File: config.mk
export PLATFORM = sky130hd
export DESIGN_NAME = dpm_top
export DESIGN_NICKNAME = d
export VERILOG_FILES = /design/src/logic/dpm_pkg.sv /design/src/logic/dpm_peak_counter.sv /design/src/logic/dpm_top.sv /design/src/logic/dpm_trim_gain.sv
export SDC_FILE = /design/constraint.sdc
export NUM_CORES = 1
export LEC_CHECK = 0
export BUFFER_PORTS_ARGS = -buffer_cell sky130_fd_sc_hd__buf_2
export CAP_MARGIN = 20
export CORE_MARGIN = 2
export CORE_UTILIZATION = 30
export CTS_CLUSTER_DIAMETER = 50
export DETAILED_ROUTE_END_ITERATION = 8
export GPL_TIMING_DRIVEN = 0
export PLACE_DENSITY_LB_ADDON = 0.2
export SETUP_SLACK_MARGIN = 0.02
export SYNTH_ARGS = -nofsm -noshare
export SYNTH_HDL_FRONTEND = slang
export SYNTH_SLANG_ARGS = --single-unit
File: constraint.sdc
create_clock -name clk_i -period 3.9 [get_ports clk_i]
set_clock_uncertainty 0.15 [all_clocks]
set_input_delay 0.39 -clock clk_i [delete_from_list [all_inputs] [get_ports clk_i]]
set_output_delay 0.39 -clock clk_i [all_outputs]
set_load 0.005 [all_outputs]
File: src/logic/dpm_pkg.sv
package dpm_pkg;

    // ==========================================================
    // register indices (byte address is four times the index)
    // ==========================================================
    localparam logic [5:0] IDX_PEAK_CTRL   = 6'h1c;
    localparam logic [5:0] IDX_PEAK_RESULT = 6'h1d;
    localparam logic [5:0] IDX_TRIM_LO     = 6'h1e;
    localparam logic [5:0] IDX_TRIM_HI     = 6'h1f;
    localparam logic [5:0] IDX_IRQ_STATUS  = 6'h20;
    localparam logic [5:0] IDX_IRQ_MASK    = 6'h21;
    localparam logic [5:0] IDX_GAIN_SYNC   = 6'h22;

    // ==========================================================
    // reset values
    // ==========================================================
    localparam logic [7:0] RST_PEAK_CTRL = 8'h1d;
    localparam logic [7:0] RST_TRIM_LO   = 8'h00;
    localparam logic [7:0] RST_TRIM_HI   = 8'h00;
    localparam logic [2:0] RST_GAIN_SYNC = 3'h0;
    localparam logic [2:0] RST_IRQ       = 3'h0;

    // ==========================================================
    // field layouts and widths
    // ==========================================================
    localparam int SAMPLE_W   = 16;
    localparam int TOP_BITS   = 11;
    localparam int GAIN_W     = 14;
    localparam int GAIN_SHIFT = 10;
    localparam int TRIM_HI_W  = 6;
    localparam int TALLY_W    = 8;
    localparam int N_SYNC     = 8;
    localparam int N_IRQ      = 3;

    localparam logic [7:0]  TALLY_MAX  = 8'hff;
    localparam logic [11:0] LEVEL_STEP = 12'h100;

    // interrupt status bit positions
    localparam int IRQ_PERIOD = 0;
    localparam int IRQ_GAIN   = 1;
    localparam int IRQ_SAT    = 2;

    // overflow source codes
    localparam logic [1:0] OVF_COMP   = 2'h0;
    localparam logic [1:0] OVF_COARSE = 2'h1;

    typedef struct packed {
        logic [1:0] unused;
        logic       mode;
        logic [1:0] level_limit_code;
        logic [2:0] sync_sel;
    } dpm_peak_cfg_s;

    typedef struct packed {
        logic                       valid;
        logic signed [SAMPLE_W-1:0] data;
    } dpm_sample_s;

    typedef struct packed {
        logic programmable_filter;
        logic coarse_gain;
        logic compensation_filter;
    } dpm_ovf_s;

endpackage

File: src/logic/dpm_peak_counter.sv
`timescale 1ns/1ps
module dpm_peak_counter (
    input  wire logic                  clk_i,
    input  wire logic                  rst_b_i,
    input  wire dpm_pkg::dpm_peak_cfg_s cfg_i,
    input  wire logic [1:0]            ovf_sel_i,
    input  wire dpm_pkg::dpm_sample_s  sample_i,
    input  wire dpm_pkg::dpm_ovf_s     ovf_i,
    input  wire logic                  sync_i,
    output logic [7:0]                 result_o,
    output logic                       period_o,
    output logic                       sat_o
);

    // ==========================================================
    // qualifying event
    // ==========================================================
    logic [7:0]  tally_r;
    logic [7:0]  tally_nxt;
    logic [7:0]  result_r;
    logic        period_r;
    logic        sat_r;
    wire  signed [10:0] top_bits = sample_i.data[15:5];      // see RULE_03
    wire  [11:0] magnitude = top_bits[10] ?
                             12'(-$signed({top_bits[10], top_bits})) :
                             {1'b0, top_bits};               // see RULE_03
    wire  [11:0] threshold = 12'(({10'h000, cfg_i.level_limit_code}
                             + 12'h001) * dpm_pkg::LEVEL_STEP); // see RULE_02
    wire         level_hit = sample_i.valid &&
                             (magnitude >= threshold);       // see RULE_03
    wire         ovf_hit   = (ovf_sel_i == dpm_pkg::OVF_COMP) ?
                                 ovf_i.compensation_filter :
                             (ovf_sel_i == dpm_pkg::OVF_COARSE) ?
                                 ovf_i.coarse_gain :
                                 ovf_i.programmable_filter;  // see RULE_11
    wire         hit       = cfg_i.mode ? ovf_hit : level_hit; // see RULE_04
    wire         at_max    = (tally_r == dpm_pkg::TALLY_MAX);

    // ==========================================================
    // tally: an event in the sync cycle opens the new period
    // ==========================================================
    assign tally_nxt =
        sync_i           ? {7'h00, hit}    :    // see RULE_01
        (hit && !at_max) ? tally_r + 8'h01 :    // see RULE_12
                           tally_r;             // see RULE_05

    always_ff @(posedge clk_i or negedge rst_b_i) begin
        if (!rst_b_i) begin
            tally_r  <= 8'h00;
            result_r <= 8'h00;
            period_r <= 1'b0;
            sat_r    <= 1'b0;
        end else begin
            tally_r  <= tally_nxt;
            if (sync_i) begin
                result_r <= tally_r;                         // see RULE_06
            end
            period_r <= sync_i;
            sat_r    <= !sync_i && hit &&
                        (tally_r == dpm_pkg::TALLY_MAX - 8'h01);
        end
    end

    assign result_o = result_r;
    assign period_o = period_r;
    assign sat_o    = sat_r;

endmodule

File: src/logic/dpm_top.sv
// Contract
// RULE_01 - selected peak sync moves tally, clears it (code loads it with the sync-cycle event, so it restarts at 0 or 1)
// RULE_02 - level code picks quarter to full scale
// RULE_03 - abs of top eleven bits versus threshold
// RULE_04 - mode zero counts samples, one counts overflows
// RULE_05 - tally saturates at 255
// RULE_06 - read-only result of last sync period
// RULE_07 - gain is eight low plus six high bits
// RULE_08 - samples scaled by gain over 1024
// RULE_09 - gain double-buffered, applied on gain sync
// RULE_10 - software should load peak control with 0x1d
// RULE_11 - overflow source: compensation, coarse, programmable
// RULE_12 - one count per qualifying event per cycle
`timescale 1ns/1ps
module dpm_top (
    input  wire logic                 clk_i,
    input  wire logic                 rst_b_i,
    // avalon-mm slave, word addressed
    input  wire logic [5:0]           avs_address_i,
    input  wire logic                 avs_read_i,
    input  wire logic                 avs_write_i,
    input  wire logic [31:0]          avs_writedata_i,
    input  wire logic [3:0]           avs_byteenable_i,
    output logic [31:0]               avs_readdata_o,
    output logic                      avs_waitrequest_o,
    // channel stream and chip sync logic
    input  wire dpm_pkg::dpm_sample_s sample_i,
    input  wire dpm_pkg::dpm_ovf_s    ovf_i,
    input  wire logic [1:0]           ovf_sel_i,
    input  wire logic [7:0]           sync_i,
    output dpm_pkg::dpm_sample_s      sample_o,
    output logic                      irq_o
);

    // ==========================================================
    // reset release
    // ==========================================================
    logic [1:0] rst_sync_r;
    wire        rst_b = rst_sync_r[1];

    always_ff @(posedge clk_i or negedge rst_b_i) begin
        if (!rst_b_i) begin
            rst_sync_r <= 2'b00;
        end else begin
            rst_sync_r <= {rst_sync_r[0], 1'b1};
        end
    end

    // ==========================================================
    // register state
    // ==========================================================
    dpm_pkg::dpm_peak_cfg_s peak_cfg_r;
    logic [7:0]             trim_lo_r;
    logic [5:0]             trim_hi_r;
    logic [2:0]             gain_sync_sel_r;
    logic [2:0]             irq_status_r;
    logic [2:0]             irq_status_nxt;
    logic [2:0]             irq_mask_r;
    logic                   irq_r;
    logic                   wait_r;
    logic [31:0]            rdata_r;
    logic [31:0]            rdata_nxt;

    // ==========================================================
    // bus decode
    // ==========================================================
    // one wait state: data are set up in the first cycle and the
    // access completes on the edge that sees waitrequest low
    wire req      = avs_read_i | avs_write_i;
    wire accept   = req && !wait_r;
    wire wr_low   = accept && avs_write_i && avs_byteenable_i[0];
    wire wr_ctrl  = wr_low && (avs_address_i == dpm_pkg::IDX_PEAK_CTRL);
    wire wr_tlo   = wr_low && (avs_address_i == dpm_pkg::IDX_TRIM_LO);
    wire wr_thi   = wr_low && (avs_address_i == dpm_pkg::IDX_TRIM_HI);
    wire wr_gsync = wr_low && (avs_address_i == dpm_pkg::IDX_GAIN_SYNC);
    wire wr_stat  = wr_low && (avs_address_i == dpm_pkg::IDX_IRQ_STATUS);
    wire wr_mask  = wr_low && (avs_address_i == dpm_pkg::IDX_IRQ_MASK);

    // ==========================================================
    // sync selection and submodules
    // ==========================================================
    wire       peak_sync = sync_i[peak_cfg_r.sync_sel];    // see RULE_01
    wire       gain_sync = sync_i[gain_sync_sel_r];        // see RULE_09
    wire [13:0] staged_gain = {trim_hi_r, trim_lo_r};      // see RULE_07
    wire [7:0] peak_result;
    wire       period_evt;
    wire       sat_evt;
    wire [13:0] active_gain;

    dpm_peak_counter u_peak (
        .clk_i     (clk_i),
        .rst_b_i   (rst_b),
        .cfg_i     (peak_cfg_r),
        .ovf_sel_i (ovf_sel_i),
        .sample_i  (sample_i),
        .ovf_i     (ovf_i),
        .sync_i    (peak_sync),
        .result_o  (peak_result),
        .period_o  (period_evt),
        .sat_o     (sat_evt)
    );

    dpm_trim_gain #(
        .GAIN_W (dpm_pkg::GAIN_W)
    ) u_gain (
        .clk_i    (clk_i),
        .rst_b_i  (rst_b),
        .staged_i (staged_gain),
        .load_i   (gain_sync),
        .sample_i (sample_i),
        .sample_o (sample_o),
        .active_o (active_gain)
    );

    // ==========================================================
    // interrupt status: a set in the clearing cycle survives
    // ==========================================================
    wire [2:0] irq_set = {sat_evt, gain_sync, period_evt};
    wire [2:0] irq_clr = wr_stat ? avs_writedata_i[2:0] : 3'h0;
    assign irq_status_nxt = (irq_status_r & ~irq_clr) | irq_set;

    // ==========================================================
    // read mux
    // ==========================================================
    // unmapped words read zero and swallow writes
    always_comb begin
        rdata_nxt = 32'h0000_0000;
        case (avs_address_i)
            dpm_pkg::IDX_PEAK_CTRL:   rdata_nxt[7:0] = peak_cfg_r;
            dpm_pkg::IDX_PEAK_RESULT:
                rdata_nxt[7:0] = peak_result;       // see RULE_06
            dpm_pkg::IDX_TRIM_LO:     rdata_nxt[7:0] = trim_lo_r;
            dpm_pkg::IDX_TRIM_HI:     rdata_nxt[5:0] = trim_hi_r;
            dpm_pkg::IDX_IRQ_STATUS:  rdata_nxt[2:0] = irq_status_r;
            dpm_pkg::IDX_IRQ_MASK:    rdata_nxt[2:0] = irq_mask_r;
            dpm_pkg::IDX_GAIN_SYNC:   rdata_nxt[2:0] = gain_sync_sel_r;
            default:                  rdata_nxt = 32'h0000_0000;
        endcase
    end

    // ==========================================================
    // bus handshake
    // ==========================================================
    always_ff @(posedge clk_i or negedge rst_b) begin
        if (!rst_b) begin
            wait_r  <= 1'b1;
            rdata_r <= 32'h0000_0000;
        end else begin
            wait_r <= !(req && wait_r);
            // writes leave the last read data standing
            if (avs_read_i && wait_r) begin
                rdata_r <= rdata_nxt;
            end
        end
    end

    // ==========================================================
    // configuration registers
    // ==========================================================
    // staging bytes only; the active gain moves on the gain sync
    always_ff @(posedge clk_i or negedge rst_b) begin
        if (!rst_b) begin
            peak_cfg_r      <= dpm_pkg::RST_PEAK_CTRL;      // see RULE_10
            trim_lo_r       <= dpm_pkg::RST_TRIM_LO;
            trim_hi_r       <= dpm_pkg::RST_TRIM_HI[5:0];
            gain_sync_sel_r <= dpm_pkg::RST_GAIN_SYNC;
        end else begin
            if (wr_ctrl) begin
                peak_cfg_r <= {2'b00, avs_writedata_i[5:0]};
            end
            if (wr_tlo) begin
                trim_lo_r <= avs_writedata_i[7:0];          // see RULE_07
            end
            if (wr_thi) begin
                trim_hi_r <= avs_writedata_i[5:0];          // see RULE_07
            end
            if (wr_gsync) begin
                gain_sync_sel_r <= avs_writedata_i[2:0];
            end
        end
    end

    // ==========================================================
    // interrupt registers
    // ==========================================================
    always_ff @(posedge clk_i or negedge rst_b) begin
        if (!rst_b) begin
            irq_status_r <= dpm_pkg::RST_IRQ;
            irq_mask_r   <= dpm_pkg::RST_IRQ;
            irq_r        <= 1'b0;
        end else begin
            irq_status_r <= irq_status_nxt;
            if (wr_mask) begin
                irq_mask_r <= avs_writedata_i[2:0];
            end
            irq_r <= |(irq_status_nxt &
                       (wr_mask ? avs_writedata_i[2:0] : irq_mask_r));
        end
    end

    assign avs_waitrequest_o = wait_r;
    assign avs_readdata_o    = rdata_r;
    assign irq_o             = irq_r;

endmodule

File: src/logic/dpm_trim_gain.sv
`timescale 1ns/1ps
module dpm_trim_gain #(
    parameter int GAIN_W = dpm_pkg::GAIN_W
) (
    input  wire logic                 clk_i,
    input  wire logic                 rst_b_i,
    input  wire logic [GAIN_W-1:0]    staged_i,
    input  wire logic                 load_i,
    input  wire dpm_pkg::dpm_sample_s sample_i,
    output dpm_pkg::dpm_sample_s      sample_o,
    output logic [GAIN_W-1:0]         active_o
);

    // ==========================================================
    // active gain and product
    // ==========================================================
    logic [GAIN_W-1:0]    active_r;
    dpm_pkg::dpm_sample_s out_r;
    wire signed [GAIN_W+16:0] product = sample_i.data *
                                        $signed({1'b0, active_r}); // see RULE_08
    wire signed [GAIN_W+6:0]  scaled  =
        product[GAIN_W+16:dpm_pkg::GAIN_SHIFT];            // see RULE_08
    // gain up to almost 16 can push past 16 bits, so clip
    wire over_pos = !scaled[GAIN_W+6] && (|scaled[GAIN_W+5:15]);
    wire over_neg =  scaled[GAIN_W+6] && !(&scaled[GAIN_W+5:15]);
    wire signed [15:0] clipped = over_pos ? 16'sh7fff :
                                 over_neg ? -16'sh8000 : scaled[15:0];

    always_ff @(posedge clk_i or negedge rst_b_i) begin
        if (!rst_b_i) begin
            active_r <= '0;
            out_r    <= '0;
        end else begin
            if (load_i) begin
                active_r <= staged_i;                             // see RULE_09
            end
            out_r.valid <= sample_i.valid;
            out_r.data  <= clipped;
        end
    end

    assign sample_o = out_r;
    assign active_o = active_r;

endmodule

## After elaboration in Yosys (flattened, before gate mapping)

Index checks and enable logic that the tools add are counted.

- Add/subtract/negate cells: 3
- $mul: 1
- Div/mod/pow operators: 0
- Magnitude comparators: 3
- Eq/ne operators: 10
- Shift operators: 0
- Multiplexer cells: 17
- Bitwise logic cells: 5
- Reductions and logical operators: 28

Operators with widths:

| cell | number |
|---|---|
| two-way mux 16 bit | 2 |
| multiplier 16 x 15 -> 31 bit | 1 |
| equality test 6 x 5 -> 1 bit (second input constant) | 4 |
| case mux 3 bit (7 select lines) | 1 |
| equality test 6 bit (second input constant) | 3 |
| logical AND 1 bit | 17 |
| equality test 8 bit (second input constant) | 2 |
| two-way mux 8 bit | 2 |
| >= comparator 12 bit | 1 |
| two-way mux 12 bit | 1 |
| negator 11 -> 12 bit | 1 |
| case mux 3 bit (4 select lines) | 1 |
| adder 8 x 1 -> 8 bit (second input constant) | 1 |
| less-than comparator 3 x 4 -> 1 bit (second input constant) | 2 |
| bitwise AND 3 bit | 2 |
| binary-select mux 1 bit (select 3 bit) | 2 |
| logical NOT 1 bit | 6 |
| two-way mux 3 bit | 2 |
| two-way mux 1 bit | 5 |
| AND reduction 5 bit | 1 |
| OR reduction 5 bit | 1 |
| case mux 2 bit (2 select lines) | 1 |
| adder 2 x 1 -> 3 bit (second input constant) | 1 |
| inverter 3 bit | 1 |
| other kinds (6) | 6 |

- Register bits: 90
- Bits in latches: 0
- Memory bits (writable): 0
- Bits in read-only memories: 0
- Input bits: 76
- Output and inout bits: 51
- Word-level logic and storage cells: 86
- Memories: 0

## Depth between registers and ports, before layout

- Depth after elaboration: 11
- Gate-level depth with buffers: 26
- Depth with buffers taken out: 23

## Hierarchy

A second synthesis with hierarchy kept.

- Cells, all modules: 1285
- Area total of the unflattened synthesis: 12894.9 µm²

Modules (own cells, without submodules):

| module | instances | cells an instance | area each (µm²) | seq. area each (µm²) |
|---|---|---|---|---|
| dpm_trim_gain | 1 | 987 | 9460.3 | 775.7 |
| dpm_top | 1 | 171 | 2213.4 | 1032.2 |
| dpm_peak_counter | 1 | 127 | 1221.2 | 450.4 |

## Worst setup path before layout

OpenSTA, ideal clock, no wires.

- Kind: input to register
- From: input sample_i[15] (netlist name)
- To: register u_gain.out_r, in the netlist u_gain.sample_o[10]
- Setup time: 0.065 ns
- Data arrival time: 7.179 ns
- Data required time: 3.685 ns
- Slack: -3.494 ns
- Stages: 23
- Path buffers: 3
- Path through: clkbuf_1 -> clkbuf_1 -> nand2_1 -> fa_1 -> inv_1 -> fa_1 -> inv_1 -> fa_1 -> fa_1 -> inv_1 -> fa_1 -> inv_1 -> fa_1 -> inv_1 -> ha_1 -> nand4_1 -> or3_1 -> or3_1 -> a32o_1 -> or3_1 -> o31ai_2 -> buf_2 -> a21o_1

- Word-level cells in the longest chain between the ends: 6
- Elaborated cells between the ends (all ways): 9
- Those cells by class: mul: 1; mux: 2; reduce/logical: 6

Ends and longest elaborated chain:

| what | line | source |
|---|---|---|
| from (decl) | dpm_top.sv:27 | `input wire dpm_pkg::dpm_sample_s sample_i,` |
| multiplier 16 x 15 -> 31 bit * | dpm_trim_gain.sv:19 | `wire signed [GAIN_W+16:0] product = sample_i.data *` |
| AND reduction 5 bit | dpm_trim_gain.sv:25 | `wire over_neg = scaled[GAIN_W+6] && !(&scaled[GAIN_W+5:15]);` |
| logical NOT 1 bit | dpm_trim_gain.sv:25 |  |
| logical AND 1 bit | dpm_trim_gain.sv:25 |  |
| two-way mux 16 bit | dpm_trim_gain.sv:27 | `over_neg ? -16'sh8000 : scaled[15:0];` |
| two-way mux 16 bit * | dpm_trim_gain.sv:26 | `wire signed [15:0] clipped = over_pos ? 16'sh7fff :` |
| net u_gain.clipped[10] | dpm_trim_gain.sv:26 |  |
| to (decl) | dpm_trim_gain.sv:18 | `dpm_pkg::dpm_sample_s out_r;` |

Mark *: on every way through the listed nets, which the timed path passes. The rest lies on a longest branch.
A chain may end at the register's enable or synchronous reset.

## Worst setup path after layout

- From: register u_gain.active_r[1] (netlist: u_gain.active_o[1])
- To: register u_gain.out_r, in the netlist u_gain.sample_o[7]

- Word-level cells in the longest chain between the ends: 6
- Elaborated cells between the ends (all ways): 9
- Those cells by class: mul: 1; mux: 2; reduce/logical: 6

Ends and longest elaborated chain:

| what | line | source |
|---|---|---|
| from (decl) | dpm_trim_gain.sv:17 | `logic [GAIN_W-1:0] active_r;` |
| from (signal assigned) | dpm_trim_gain.sv:35 | `active_r <= staged_i;` |
| multiplier 16 x 15 -> 31 bit * | dpm_trim_gain.sv:19 |  |
| AND reduction 5 bit | dpm_trim_gain.sv:25 |  |
| logical NOT 1 bit | dpm_trim_gain.sv:25 |  |
| logical AND 1 bit | dpm_trim_gain.sv:25 |  |
| two-way mux 16 bit | dpm_trim_gain.sv:27 |  |
| two-way mux 16 bit * | dpm_trim_gain.sv:26 |  |
| net u_gain.clipped[7] | dpm_trim_gain.sv:26 |  |

Marks and branches as above.

==> key figures <==
Timing
  • Final number of hold-violating endpoints: 0
  • Final worst setup slack: -2910 ps
  • RSZ-0062 raised after global routing: true
  • Slew Limit Fails: 0
  • Fmax: 147 MHz
  • Worst hold margin: 17.8 ps
  • Slew HR: 39.7%
  • Least-Margin Pin Slew: 903 ps
  • Fin crit share: 175%
  • Setup Viol. Count Final: 22
  • Fin crit period: 6810 ps

Cells and area
  • Layout cell share with drive strength beyond 1: 25.5%
  • Final Net Count: 1839
  • Area delta synth->final: 22.3%
  • Most common cell after layout, fill and taps aside: inv_1
  • Commonest cells after routing, fill and taps aside: inv_1, fa_1, nand2_1, and2_1
  • Fin cells: 2013

Power
  • Clk pwr share: 18.9%
  • Sequential Power Share: 23.5%
  • Net Sw Power: 0.00200 W
  • Peak supply drop: 0.200 mV
  • PD cells: 309 nW/um^2
  • Internal Power: 0.00282 W
  • P_leak: 7.77 nW
  • Logic pwr share: 57.7%
  • Sw Share: 41.5%

Route
  • Initial DRC Count: 514
  • DR WL/cell: 17.9 um
  • Routed wire length: 36100 um
  • Drt pass-1 iters: 4
  • Vias/cell: 4.62
  • # DRC: 0
  • Final antenna-violating net count: 0
  • Via Count: 9293

Hold path
  • Hold WC Path Type: in -> reg
  • Hold Startpoint: sample_i[16]

Synth
  • Cells after Synth: 1304
  • Synth Area per Inst: 9.78 um^2
  • Synth Flop Type: dfrtp_1
  • EDFF count, synth: 0
  • FF+latch count, synth: 90
  • Register area share after synthesis: 17.7%
  • Cell Area, Synth: 12700 um^2
  • Ys async rst share: 100%
  • Synth unique cells: 64
  • YS warnings: 0

Floorplanning
  • Die Ht: 210 um
  • Row count: 75
  • Core footprint: 41900 um^2
  • Die area: 44200 um^2
  • Chip Width: 210 um
  • IO Pins: 127
  • Starting density of the core: 30.4%

Worst setup path
  • Worst path slowest cell: fa_2
  • Worst EP required: 4030 ps
  • Setup crit end kind: register
  • Cell mode on critical path: fa_1
  • Worst setup SP type: register
  • WP data arrival: 6940 ps
  • Max incr delay on CP: 650 ps
  • Crit path max fanout: 5
  • CP Launch Point: u_gain.active_o[1]
  • Start-to-end type of the worst setup path: reg -> reg
  • RR Startpoint: u_gain.active_o[1]
  • Critical path cell sequence: buf_8 > nand2_2 > fa_1 > inv_2 > fa_2 > buf_4 > fa_1 > fa_2 > fa_1 > fa_1 > ha_1 > nand4_1 > or3_1 > or3_1 > a32o_2 > or3_4 > o31ai_4 > buf_6 > a21o_1

Clock tree
  • TritonCTS Buffers: 9
  • Root buffer cell: clkbuf_16
  • H-Tree Depth: 3
  • Clk buf depth: 2
  • Reg clk slew, reported paths: 70 ps
  • CTS tree: built
  • Clock latency on the worst-skew pair: 350 ps
  • CTS Sinks: 90

GRT
  • Vias in the first global route: 10026
  • Gr ovfl total: 0
  • First-pass GRT wire length: 58400 um
  • Largest net degree at the start of global routing: 57
  • GRT Resource Usage Total: 17.3%
  • Initial antenna violation count: 7

Place
  • # placed instances: 1937
  • I/O Buffers: 70
  • Gpl congestion: 0.857
  • DPL Wire Length: 28500 um

Status
  • Status: finished with violations
  • Failing checks: negative setup slack

Job
  • Max_cap viols: 0
==> routing by layer <==
metal	share of wire [%]	global-route usage, %
met2	47	28.1
met4	2.1	4.48
met5	0.058	0
met3	2.9	1.68
met1	48	24.9
==> critical path: cells and delay by family, from the launching register on <==
family | cells | cell delay (ps)
flip-flops | 1 | 420
AND/OR/NAND/NOR | 5 | 1370
AO/OA/AOI/OAI | 3 | 680
buffers and inverters | 4 | 540
adder cells (fa/ha/maj) | 7 | 3570
==> final timing paths <==
kind	end	slack (ps)	depth (start not counted)
max	u_gain.sample_o[7]	-2910	19
min	u_gain.sample_o[16]	20	1
max reg2reg	u_gain.sample_o[7]	-2910	19
min reg2reg	u_gain.sample_o[6]	140	0
max in group asynchronous	avs_waitrequest_o	2750	1
min in group asynchronous	u_gain.sample_o[6]	140	0
==> power groups by stage <==
| stage | Combinational [W] | Clock (W) | Sequential (W) |
|---|---|---|---|
| 3_5_place_dp | 0.00236 | 0 | 0.00116 |
| 4_1_cts | 0.00269 | 0.000933 | 0.00114 |
| 5_1_grt | 0.00312 | 0.000968 | 0.00115 |
| 3_3_place_gp | 0.00236 | 0 | 0.00117 |
| 6_report | 0.00278 | 0.000910 | 0.00113 |
| 2_1_floorplan | 0.00171 | 0 | 0.00113 |
==> state kept, by name, indices dropped and copies added (netlist names) <==
register           count
gain_sync_sel_r        3
u_peak.tally_r         8
u_peak.period_o        1
u_gain.sample_o       17
u_gain.active_o       14
irq_status_r           3
u_peak.sat_o           1
avs_waitrequest_o      1
rst_sync_r             2
trim_lo_r              8
irq_mask_r             3
irq_o                  1
u_peak.result_o        8
peak_cfg_r             6
avs_readdata_o         8
trim_hi_r              6
==> stage by stage <==
stage                     setup WS, ps  area [um^2]  utilization, %  power [W]  TNS (ps)
after detailed placement         -3910        14200            33.8    0.00352    -66630
after CTS                        -2870        15300            36.5    0.00476    -45450
final                            -2910        15600            37.2    0.00482    -46050
after global placement           -3870        14100            33.7    0.00354    -81370
after floorplan                  -2750        13100               -    0.00284    -43140
after global routing             -3150        15600            37.2    0.00523    -50960
==> synth_stat cells, drive strengths merged, types with 6 or more instances <==
master | count | area, um^2
a21oi | 31 | 155
mux4 | 7 | 158
nand2 | 139 | 522
mux2 | 42 | 473
xnor2 | 22 | 193
ha | 79 | 988
and3 | 8 | 50.1
mux2i | 6 | 60.1
nor2 | 25 | 93.8
o21ai | 19 | 95.1
buf | 29 | 211
nand3 | 11 | 55.1
nor3 | 8 | 40.0
o21a | 7 | 52.6
nand4 | 8 | 50.1
a22o | 10 | 87.6
a21o | 19 | 143
xor2 | 13 | 114
a31oi | 7 | 43.8
clkbuf | 46 | 173
fa | 217 | 4340
inv | 257 | 965
and2 | 138 | 863
dfrtp | 85 | 2130
==> kinds of logic (layout without fill, tap and decap cells) <==
kind of cell | Yosys count | in the layout | share of synthesized area (%)
compound gates | 129 | 129 | 7.20
xor+xnor | 35 | 35 | 2.40
fa+ha+maj | 296 | 296 | 41.8
buf+inv | 332 | 477 | 10.6
flops | 90 | 90 | 17.7
mux | 55 | 55 | 5.42
other cells | 2 | 27 | 0.0589
simple gates | 365 | 365 | 14.8
==> timing repair <==
action	CTS	global route
endpoints found under the hold margin	2	0
setup buffers	46	12
pin swaps	35	32
hold buffers	1	0
cloned	2	0
gates resized for setup	120	50
endpoints found under the setup margin	25	25
==> final cells by class <==
cell class,instances,area [um^2]
Fill cell,4231,26400
Multi-Input combinational cell,905,9770
Sequential cell,90,2280
Inverter,257,967
Timing Repair Buffer,131,926
Tap cell,539,674
Buffer,73,668
Clock buffer,10,229
Clock inverter,6,75.1
Antenna cell,2,5.00
Power figures use the tool's default switching activity.
